`src/include/sfc_regs.svh`:
```
/*
 * constants of the flagged synchronous fifo channel: sizes, reset values,
 * register offsets, interrupt event bits and pin vector positions.
 * assumes inclusion by bare name from the package and the channel module.
 */
`ifndef SFC_REGS_SVH
`define SFC_REGS_SVH

`define SFC_DATA_W 9
`define SFC_DEPTH 256
`define SFC_PTR_W 8
`define SFC_CNT_W 9
`define SFC_OFS_W 8
`define SFC_FULL_CNT 9'h100
`define SFC_EMPTY_OFS_RST 8'h07
`define SFC_FULL_OFS_RST 8'h07

`define SFC_ADDR_W 8
`define SFC_STATUS_ADDR 8'h00
`define SFC_MASK_ADDR 8'h04
`define SFC_EMPTY_OFS_ADDR 8'h08
`define SFC_FULL_OFS_ADDR 8'h0c
`define SFC_LEVEL_ADDR 8'h10
`define SFC_LEVEL_MODE_BIT 9
`define SFC_RESP_OKAY 2'h0
`define SFC_RESP_SLVERR 2'h2

`define SFC_EV_W 4
`define SFC_EV_WR_REFUSED 0
`define SFC_EV_RD_REFUSED 1
`define SFC_EV_ALMOST_FULL 2
`define SFC_EV_ALMOST_EMPTY 3

`define SFC_SYNC_W 16
`define SFC_PIN_WCLK 0
`define SFC_PIN_RCLK 1
`define SFC_PIN_WEN1 2
`define SFC_PIN_WEN2 3
`define SFC_PIN_REN1 4
`define SFC_PIN_REN2 5
`define SFC_PIN_OE 6
`define SFC_PIN_DATA 7

`endif

```
`src/include/sfc_pkg.sv`:
```
/*
 * types of the flagged synchronous fifo channel.
 * assumes sfc_regs.svh on the include path.
 */
`include "sfc_regs.svh"

package sfc_pkg;

    // which offset the next load or readback touches
    typedef enum logic {
        SFC_SEL_EMPTY,
        SFC_SEL_FULL
    } sfc_sel_t;

    // register bus write progress
    typedef enum logic {
        SFC_WR_COLLECT,
        SFC_WR_RESP
    } sfc_wst_t;

    typedef struct packed {
        logic [`SFC_SYNC_W-1:0] s1;
        logic [`SFC_SYNC_W-1:0] s2;
        logic [`SFC_SYNC_W-1:0] s3;
        logic [`SFC_SYNC_W-1:0] stable;
    } sfc_sync_t;

    typedef struct packed {
        logic [`SFC_DEPTH-1:0][`SFC_DATA_W-1:0] mem;
        logic [`SFC_PTR_W-1:0] wr_ptr;
        logic [`SFC_PTR_W-1:0] rd_ptr;
        logic [`SFC_CNT_W-1:0] count;
        logic prog_mode;
        sfc_sel_t ld_sel;
        sfc_sel_t rb_sel;
        logic [`SFC_OFS_W-1:0] empty_ofs;
        logic [`SFC_OFS_W-1:0] full_ofs;
        logic wclk_q;
        logic rclk_q;
        logic [`SFC_DATA_W-1:0] q;
        logic q_oe_n;
        logic ef_n;
        logic aef_n;
        logic ff_n;
        logic aff_n;
        logic [`SFC_EV_W-1:0] status;
        logic [`SFC_EV_W-1:0] mask;
        logic irq;
        sfc_wst_t wst;
        logic aw_got;
        logic w_got;
        logic [`SFC_ADDR_W-1:0] waddr;
        logic [31:0] wdata;
        logic wstrb0;
        logic awready;
        logic wready;
        logic bvalid;
        logic [1:0] bresp;
        logic arready;
        logic rvalid;
        logic [31:0] rdata;
        logic [1:0] rresp;
    } sfc_state_t;

endpackage

```
`src/hw/sfc_channel.sv`:
```
/*
 * one flagged synchronous fifo channel with an axi4-lite register slave.
 * pin clocks and controls are sampled on aclk through sfc_sync; a pin
 * clock rising edge is a write or read event. assumes pin clocks are far
 * slower than aclk and that the data bus wire is resolved outside.
 */
`timescale 1ns/1ps
`default_nettype none
`include "sfc_regs.svh"

module sfc_channel (
    input wire logic aclk,
    input wire logic aresetn,
    input wire logic write_clock,
    input wire logic read_clock,
    input wire logic write_enable_primary_n,
    input wire logic write_enable_second_or_offset_load,
    input wire logic read_enable_first_n,
    input wire logic read_enable_second_n,
    input wire logic output_enable_n,
    input wire logic [`SFC_DATA_W-1:0] write_data_in,
    output logic [`SFC_DATA_W-1:0] read_data_out,
    output logic read_data_out_oe_n,
    output logic empty_flag_n,
    output logic almost_empty_flag_n,
    output logic full_flag_n,
    output logic almost_full_flag_n,
    output logic interrupt,
    input wire logic [`SFC_ADDR_W-1:0] s_axi_awaddr,
    input wire logic s_axi_awvalid,
    output logic s_axi_awready,
    input wire logic [31:0] s_axi_wdata,
    input wire logic [3:0] s_axi_wstrb,
    input wire logic s_axi_wvalid,
    output logic s_axi_wready,
    output logic [1:0] s_axi_bresp,
    output logic s_axi_bvalid,
    input wire logic s_axi_bready,
    input wire logic [`SFC_ADDR_W-1:0] s_axi_araddr,
    input wire logic s_axi_arvalid,
    output logic s_axi_arready,
    output logic [31:0] s_axi_rdata,
    output logic [1:0] s_axi_rresp,
    output logic s_axi_rvalid,
    input wire logic s_axi_rready
);

    sfc_pkg::sfc_state_t s;
    sfc_pkg::sfc_state_t n;
    logic [`SFC_SYNC_W-1:0] pins;
    logic [`SFC_SYNC_W-1:0] pin;
    logic [`SFC_DATA_W-1:0] din;
    logic wedge;
    logic redge;
    logic wen1_n;
    logic wen2;
    logic ren_n;
    logic wr_req;
    logic ld_req;
    logic rd_req;
    logic rb_req;
    logic do_write;
    logic do_read;
    logic [`SFC_CNT_W-1:0] free;
    logic [`SFC_EV_W-1:0] ev;
    logic [`SFC_EV_W-1:0] clr;
    logic [`SFC_ADDR_W-1:0] raddr;

    ////////////////////////////////////////////////////////////////////////
    // pin sampling, all pins share one delay so data lines up with clocks
    assign pins = {write_data_in, output_enable_n, read_enable_second_n,
                   read_enable_first_n, write_enable_second_or_offset_load,
                   write_enable_primary_n, read_clock, write_clock};

    sfc_sync u_sync (
        .aclk(aclk),
        .pins(pins),
        .stable(pin)
    );

    // decoded pin events and levels
    assign din = pin[`SFC_PIN_DATA +: `SFC_DATA_W];
    assign wedge = pin[`SFC_PIN_WCLK] & ~s.wclk_q;
    assign redge = pin[`SFC_PIN_RCLK] & ~s.rclk_q;
    assign wen1_n = pin[`SFC_PIN_WEN1];
    assign wen2 = pin[`SFC_PIN_WEN2];
    assign ren_n = pin[`SFC_PIN_REN1] | pin[`SFC_PIN_REN2];

    ////////////////////////////////////////////////////////////////////////
    // write side qualification
    always_comb begin
        wr_req = 1'b0;
        ld_req = 1'b0;
        if (wedge && !wen1_n) begin
            if (s.prog_mode) begin
                // shared pin is load only; low selects offset access
                ld_req = ~wen2;
                wr_req = wen2;
            end else begin
                wr_req = wen2;
            end
        end
    end

    // full channel refuses the write, pointer and contents untouched
    assign do_write = wr_req & s.ff_n;

    ////////////////////////////////////////////////////////////////////////
    // read side qualification
    always_comb begin
        rd_req = 1'b0;
        rb_req = 1'b0;
        if (redge && !ren_n) begin
            if (s.prog_mode && !wen2) begin
                rb_req = 1'b1;
            end else begin
                rd_req = 1'b1;
            end
        end
    end

    // empty channel refuses the read, output word held
    assign do_read = rd_req & s.ef_n;

    assign raddr = {s_axi_araddr[`SFC_ADDR_W-1:2], 2'h0};

    ////////////////////////////////////////////////////////////////////////
    // next state of the whole channel
    always_comb begin
        n = s;
        free = 9'h000;
        clr = '0;
        n.wclk_q = pin[`SFC_PIN_WCLK];
        n.rclk_q = pin[`SFC_PIN_RCLK];
        n.q_oe_n = pin[`SFC_PIN_OE];

        // storage and write pointer
        if (do_write) begin
            n.mem[s.wr_ptr] = din;
            n.wr_ptr = s.wr_ptr + 8'h01;
        end

        // output word and read pointer; output enable plays no part
        if (do_read) begin
            n.q = s.mem[s.rd_ptr];
            n.rd_ptr = s.rd_ptr + 8'h01;
        end

        // occupancy shared by both flag groups, one clock so no crossing
        n.count = s.count + {8'h00, do_write} - {8'h00, do_read};

        // offset readback over the data pins
        if (rb_req) begin
            if (s.rb_sel == sfc_pkg::SFC_SEL_EMPTY) begin
                n.q = {1'b0, s.empty_ofs};
                n.rb_sel = sfc_pkg::SFC_SEL_FULL;
            end else begin
                n.q = {1'b0, s.full_ofs};
                n.rb_sel = sfc_pkg::SFC_SEL_EMPTY;
            end
        end

        // register bus write side: address and data in either order
        if (s_axi_awvalid && s.awready) begin
            n.aw_got = 1'b1;
            n.awready = 1'b0;
            n.waddr = {s_axi_awaddr[`SFC_ADDR_W-1:2], 2'h0};
        end
        if (s_axi_wvalid && s.wready) begin
            n.w_got = 1'b1;
            n.wready = 1'b0;
            n.wdata = s_axi_wdata;
            n.wstrb0 = s_axi_wstrb[0];
        end
        case (s.wst)
            sfc_pkg::SFC_WR_COLLECT: begin
                if (s.aw_got && s.w_got) begin
                    n.bresp = `SFC_RESP_OKAY;
                    n.bvalid = 1'b1;
                    n.wst = sfc_pkg::SFC_WR_RESP;
                    case (s.waddr)
                        `SFC_STATUS_ADDR: begin
                            if (s.wstrb0) begin
                                clr = s.wdata[`SFC_EV_W-1:0];
                            end
                        end
                        `SFC_MASK_ADDR: begin
                            if (s.wstrb0) begin
                                n.mask = s.wdata[`SFC_EV_W-1:0];
                            end
                        end
                        `SFC_EMPTY_OFS_ADDR: begin
                            if (s.wstrb0) begin
                                n.empty_ofs = s.wdata[`SFC_OFS_W-1:0];
                            end
                        end
                        `SFC_FULL_OFS_ADDR: begin
                            if (s.wstrb0) begin
                                n.full_ofs = s.wdata[`SFC_OFS_W-1:0];
                            end
                        end
                        `SFC_LEVEL_ADDR: begin
                            n.bresp = `SFC_RESP_OKAY;
                        end
                        default: begin
                            n.bresp = `SFC_RESP_SLVERR;
                        end
                    endcase
                end
            end
            sfc_pkg::SFC_WR_RESP: begin
                if (s_axi_bready) begin
                    n.bvalid = 1'b0;
                    n.aw_got = 1'b0;
                    n.w_got = 1'b0;
                    n.awready = 1'b1;
                    n.wready = 1'b1;
                    n.wst = sfc_pkg::SFC_WR_COLLECT;
                end
            end
            default: begin
                n.wst = sfc_pkg::SFC_WR_COLLECT;
            end
        endcase

        // pin offset load follows a bus write in the same cycle
        if (ld_req) begin
            if (s.ld_sel == sfc_pkg::SFC_SEL_EMPTY) begin
                n.empty_ofs = din[`SFC_OFS_W-1:0];
                n.ld_sel = sfc_pkg::SFC_SEL_FULL;
            end else begin
                n.full_ofs = din[`SFC_OFS_W-1:0];
                n.ld_sel = sfc_pkg::SFC_SEL_EMPTY;
            end
        end

        // register bus read side, one word answered the cycle after
        if (s_axi_arvalid && s.arready) begin
            n.arready = 1'b0;
            n.rvalid = 1'b1;
            n.rresp = `SFC_RESP_OKAY;
            n.rdata = 32'h0000_0000;
            case (raddr)
                `SFC_STATUS_ADDR: begin
                    n.rdata[`SFC_EV_W-1:0] = s.status;
                end
                `SFC_MASK_ADDR: begin
                    n.rdata[`SFC_EV_W-1:0] = s.mask;
                end
                `SFC_EMPTY_OFS_ADDR: begin
                    n.rdata[`SFC_OFS_W-1:0] = s.empty_ofs;
                end
                `SFC_FULL_OFS_ADDR: begin
                    n.rdata[`SFC_OFS_W-1:0] = s.full_ofs;
                end
                `SFC_LEVEL_ADDR: begin
                    n.rdata[`SFC_CNT_W-1:0] = s.count;
                    n.rdata[`SFC_LEVEL_MODE_BIT] = s.prog_mode;
                end
                default: begin
                    n.rresp = `SFC_RESP_SLVERR;
                end
            endcase
        end else if (s.rvalid && s_axi_rready) begin
            n.rvalid = 1'b0;
            n.arready = 1'b1;
        end

        // flags follow the new occupancy and offsets
        free = `SFC_FULL_CNT - n.count;
        n.ef_n = (n.count != 9'h000);
        n.aef_n = ~(n.count <= {1'b0, n.empty_ofs});
        n.ff_n = (n.count != `SFC_FULL_CNT);
        n.aff_n = ~(free <= {1'b0, n.full_ofs});

        // events raised to the status register, once the new flags are known
        ev = '0;
        ev[`SFC_EV_WR_REFUSED] = wr_req & ~s.ff_n;
        ev[`SFC_EV_RD_REFUSED] = rd_req & ~s.ef_n;
        ev[`SFC_EV_ALMOST_FULL] = s.aff_n & ~n.aff_n;
        ev[`SFC_EV_ALMOST_EMPTY] = s.aef_n & ~n.aef_n;

        // sticky status, a new event wins over a clear
        n.status = (s.status & ~clr) | ev;
        n.irq = |(n.status & n.mask);

        // reset: pointers home, flags to reset levels, strap caught
        if (!aresetn) begin
            n.wr_ptr = '0;
            n.rd_ptr = '0;
            n.count = '0;
            n.ef_n = 1'b0;
            n.aef_n = 1'b0;
            n.ff_n = 1'b1;
            n.aff_n = 1'b1;
            // shared pin high selects dual enables, low selects load
            n.prog_mode = ~pin[`SFC_PIN_WEN2];
            n.ld_sel = sfc_pkg::SFC_SEL_EMPTY;
            n.rb_sel = sfc_pkg::SFC_SEL_EMPTY;
            n.empty_ofs = `SFC_EMPTY_OFS_RST;
            n.full_ofs = `SFC_FULL_OFS_RST;
            n.wclk_q = 1'b1;
            n.rclk_q = 1'b1;
            n.q = '0;
            n.q_oe_n = 1'b1;
            n.status = '0;
            n.mask = '0;
            n.irq = 1'b0;
            n.wst = sfc_pkg::SFC_WR_COLLECT;
            n.aw_got = 1'b0;
            n.w_got = 1'b0;
            n.waddr = '0;
            n.wdata = '0;
            n.wstrb0 = 1'b0;
            n.awready = 1'b1;
            n.wready = 1'b1;
            n.bvalid = 1'b0;
            n.bresp = `SFC_RESP_OKAY;
            n.arready = 1'b1;
            n.rvalid = 1'b0;
            n.rdata = '0;
            n.rresp = `SFC_RESP_OKAY;
        end
    end

    ////////////////////////////////////////////////////////////////////////
    // the single state register
    always_ff @(posedge aclk) begin
        s <= n;
    end

    ////////////////////////////////////////////////////////////////////////
    // outputs straight from the state register
    assign read_data_out = s.q;
    assign read_data_out_oe_n = s.q_oe_n;
    assign empty_flag_n = s.ef_n;
    assign almost_empty_flag_n = s.aef_n;
    assign full_flag_n = s.ff_n;
    assign almost_full_flag_n = s.aff_n;
    assign interrupt = s.irq;
    assign s_axi_awready = s.awready;
    assign s_axi_wready = s.wready;
    assign s_axi_bresp = s.bresp;
    assign s_axi_bvalid = s.bvalid;
    assign s_axi_arready = s.arready;
    assign s_axi_rdata = s.rdata;
    assign s_axi_rresp = s.rresp;
    assign s_axi_rvalid = s.rvalid;

endmodule

`default_nettype wire

```
`src/hw/sfc_sync.sv`:
```
/*
 * three-stage pin synchroniser with agreement filter for all pin inputs.
 * assumes pins are asynchronous to aclk and change slower than aclk.
 */
`timescale 1ns/1ps
`default_nettype none
`include "sfc_regs.svh"

module sfc_sync (
    input wire logic aclk,
    input wire logic [`SFC_SYNC_W-1:0] pins,
    output logic [`SFC_SYNC_W-1:0] stable
);

    sfc_pkg::sfc_sync_t r;
    sfc_pkg::sfc_sync_t next_r;
    logic [`SFC_SYNC_W-1:0] next_stable;

    ////////////////////////////////////////////////////////////////////////
    // a change is taken once the second and third stages agree
    genvar i;
    generate
        for (i = 0; i < `SFC_SYNC_W; i = i + 1) begin : g_bit
            assign next_stable[i] = (r.s2[i] == r.s3[i]) ? r.s3[i] : r.stable[i];
        end
    endgenerate

    // shift chain; first stage feeds only the second
    always_comb begin
        next_r = r;
        next_r.s1 = pins;
        next_r.s2 = r.s1;
        next_r.s3 = r.s2;
        next_r.stable = next_stable;
    end

    always_ff @(posedge aclk) begin
        r <= next_r;
    end

    assign stable = r.stable;

endmodule

`default_nettype wire

```
`config.mk`:
```
export PLATFORM = sky130hd
export DESIGN_NAME = sfc_channel
export DESIGN_NICKNAME = d
export VERILOG_FILES = /design/src/include/sfc_pkg.sv /design/src/hw/sfc_channel.sv /design/src/hw/sfc_sync.sv
export VERILOG_INCLUDE_DIRS = /design/src /design/src/include
export SDC_FILE = /design/constraint.sdc
export NUM_CORES = 2
export LEC_CHECK = 0
export BUFFER_PORTS_ARGS = -buffer_cell sky130_fd_sc_hd__buf_2
export CORE_MARGIN = 5
export CORE_UTILIZATION = 25
export DETAILED_ROUTE_END_ITERATION = 10
export SLEW_MARGIN = 15
export SYNTH_ARGS = -nofsm -noshare
export SYNTH_HDL_FRONTEND = slang
export SYNTH_SLANG_ARGS = --single-unit
```
`constraint.sdc`:
```
create_clock -name aclk -period 5.6 [get_ports aclk]
set_input_delay 1.12 -clock aclk [delete_from_list [all_inputs] [get_ports aclk]]
set_output_delay 1.12 -clock aclk [all_outputs]
set_load 0.005 [all_outputs]
```
==> flow_summary.yaml <==
status:
  status: "finished, final reports clean"
detailed_routing:
  antenna_left: 0
  wirelength_mm: 274
  drtPass1Iterations: 8
  vias: 51900
  post-route-drc-count: 0
  routed_via_density: 4.84
  wire_per_inst_um: 25.6
  drt_iter0_drc: 6608
synthesis:
  yosysSeqAreaShare_pct: 74.4
  synth_area_per_cell_um2: 19.0
  synthMuxAreaShare_pct: 14.0
  synthTopCellsByArea: "edfxtp_1 (71%), mux4_2 (8.6%), mux2i_1 (4.0%), dfxtp_1 (3.1%), nor2_1 (1.6%)"
  synth-xor-area-share_pct: 0.385
  ys.flop_type: "edfxtp_1"
  synth_cell_types: 89
  async_flop_share_pct: 0
  synthAdderAreaFrac_pct: 0.443
  yosysTopAreaCellShare_pct: 71.3
  synth_top_family_by_area: "multiplexers"
  yosysMostFrequentCell: "edfxtp_1"
  synthesis.instances: 5151
  ys_seq_elements: 2472
  synth_top_cell_by_area: "edfxtp_1"
  yosys_warnings: 0
  synth_area_um2: 97700
  synth_compound_gate_area_share_pct: 4.37
  synthSimpleGateAreaFrac_pct: 3.55
  synth_common_cells: "edfxtp_1 (2321), nor2_1 (410), mux2i_1 (395), mux4_2 (373)"
  synth_edf_count: 2321
placement:
  hpwl_mm: 168
  dp_slack_ns: 0.487
  numPortBuffers: 75
  gp_congestion: 0.847
floorplan:
  placeableCoreArea_um2: 389000
  die_w_um: 635
  die_area_um2: 404000
  num_io_pins: 131
  die_h_um: 635
  initial_core_util_pct: 25.1
  rows: 229
clock_network:
  cts_resized: 0
  cts_root_buffer: "clkbuf_16"
  hold_buffers: 0
  clkLatencyLatePin_ns: 0.94
  clock_sinks: 2472
  postCtsSetupBuffers: 0
  clk_pin_slew_worst_paths_ns: 0.06
  cts_made_buffers: 280
  cts_tree: "done"
  cts_buffer_depth: 4
  htree_levels: 5
sta:
  worst_slack_ns: 0.501
  report.final.setup_viol: 0
  fin_skew_ns: 0.0780
  max_slew.worst_pin.slew_ns: 1.40
  finalSetupTns_ns: 0
  min_period_ns: 5.10
  drv_slew: 0
  rsz0062_at_grt: "false"
  slew_headroom_pct: 6.85
  period_share_pct: 91.1
  hold_violations: 0
  max_freq_mhz: 196
critical_path:
  rr_startpoint: "u_sync.stable[2]"
  worstReg2RegEnd: "interrupt"
  required_ns: 6.37
  worst_r2r_path_depth: 23
  critPathTopFamily: "compound AO/OA/AOI/OAI gates"
  max_stage_delay_ns: 0.42
  cp-end-kind: "register"
  path_cells: "nor3b_1 > buf_4 > and3_1 > inv_1 > ha_1 > inv_1 > ha_1 > inv_1 > fa_1 > nor2b_1 > o21ai_0 > a21boi_0 > o21ai_0 > nor2b_1 > xnor2_1 > nor3b_1 > xnor2_1 > ha_1 > nand4_1 > o22ai_1 > a21o_1 > a32oi_1 > o221ai_1"
  cp_max_fo: 5
  crit_buf_inv: 4
  worst-setup-path-type: "reg -> reg"
  arrival_ns: 5.87
  worstSetupStartpointType: "register"
  crit_slowest_cell: "fa_1"
  reg2reg_slack_ns: 0.50
global_route:
  grt_pass1_vias: 51100
  grt_pass1_wl_mm: 387
  grt_max_degree: 197
  overflow: 0
  antenna_found_initial: 21
  track_usage_pct: 13.1
min_path:
  hp-class: "in -> reg"
  hold_depth: 1
  min_to: "u_sync.next_r[38]"
  min_from: "output_enable_n"
cells_and_area:
  layout-drive-gt1-share_pct: 18.4
  syn2layout_area_growth_pct: 14.9
  fin_nets: 5440
job:
  max-cap-violations: 0
power_and_ir_drop:
  p_per_area_nw_per_um2: 353
  static-leakage-power_nw: 33.3
  vdd_drop_max_mv: 0.307
[how the worst max path moves through the flow]
stage,start,end,slack [ns],depth (start not counted)
after floorplan,u_sync.stable[8],interrupt,0.13,10
after global placement,u_sync.stable[2],interrupt,0.24,23
after detailed placement,u_sync.stable[2],interrupt,0.49,23
after CTS,u_sync.stable[2],interrupt,0.44,23
after global routing,u_sync.stable[2],interrupt,0.06,23
final,u_sync.stable[2],interrupt,0.50,23
[per-stage QoR]
stage | total power (W) | hold slack (ns) | instances | util (%) | instance area (um2)
after floorplan | 0.0221 | 0.310 | 5174 | - | 97800
after global placement | 0.0226 | 0.314 | 10200 | 26.6 | 104000
after detailed placement | 0.0226 | 0.317 | 10200 | 26.6 | 104000
after CTS | 0.0399 | 0.237 | 10700 | 28.8 | 112000
after global routing | 0.0409 | 0.271 | 10700 | 28.8 | 112000
final | 0.0396 | 0.311 | 10700 | 28.8 | 112000
[cells in the final DEF, fill, tap and decap left out, types with 103 or more instances in the layout]
cell,instances
mux2i_1,395
buf_4,118
nand2_1,150
mux4_2,373
o221ai_1,103
nor2_1,408
dfxtp_1,145
edfxtp_1,2321
clkbuf_16,291
a21oi_1,133
[flip-flops by register name (all words and copies together) (netlist names)]
| signal | cells |
|---|---|
| s | 2376 |
| u_sync.next_r | 32 |
| u_sync.r | 16 |
| u_sync.stable | 16 |
| s_axi_rdata | 10 |
| read_data_out | 9 |
| almost_empty_flag_n | 1 |
| almost_full_flag_n | 1 |
| empty_flag_n | 1 |
| full_flag_n | 1 |
| interrupt | 1 |
| read_data_out_oe_n | 1 |
| s_axi_arready | 1 |
| s_axi_awready | 1 |
| s_axi_bresp | 1 |
| s_axi_bvalid | 1 |
| s_axi_rresp | 1 |
| s_axi_rvalid | 1 |
| s_axi_wready | 1 |
[final cells by class]
type                    count  area [um2]
fillers                 38000      277000
flip-flops and latches   2472       72700
multi-input cells        2320       22400
clock buffers             364        7620
well taps                5197        6500
repair buffers            225        1880
clock inverters           105         963
inverters                  32         129
diodes                      7        17.5
[worst register-to-register path: stages (launching register included)]
cell      delay (ns)
edfxtp_1        0.37
nor3b_1         0.24
buf_4           0.17
and3_1          0.20
inv_1           0.17
ha_1            0.32
inv_1           0.06
ha_1            0.17
inv_1           0.06
fa_1            0.42
nor2b_1         0.12
o21ai_0         0.11
a21boi_0        0.38
o21ai_0         0.17
nor2b_1         0.17
xnor2_1         0.40
nor3b_1         0.13
xnor2_1         0.15
ha_1            0.31
nand4_1         0.12
o22ai_1         0.09
a21o_1          0.19
a32oi_1         0.28
o221ai_1        0.18
[report_power, final]
| part | total (W) | leakage, nW | internal, W | switching, W |
|---|---|---|---|---|
| Sequential | 0.0205 | 22.1 | 0.0204 | 0.0000841 |
| Combinational | 0.00174 | 7.01 | 0.000577 | 0.00116 |
| Clock | 0.0174 | 4.16 | 0.0103 | 0.00708 |
| Total | 0.0396 | 33.3 | 0.0313 | 0.00833 |
[logic make-up (layout without fill, tap and decap cells)]
kind of cell / count (synthesis) / count (layout)
simple gates: 791 / 791
other cells: 1 / 31
xor+xnor: 43 / 43
fa+ha+maj: 34 / 34
buf+inv: 382 / 726
compound gates: 609 / 609
mux: 819 / 819
flops: 2472 / 2472
[per-layer routing]
layer / track usage [%] / up-vias / part of all wire (%)
met5: 0 / - / 0.014
met4: 5.07 / 6 / 4.0
met3: 2.75 / 515 / 9.0
met2: 20.4 / 2666 / 46
met1: 17.9 / 27500 / 41
li1: - / 21300 / -
Power figures use the tool's default switching activity.
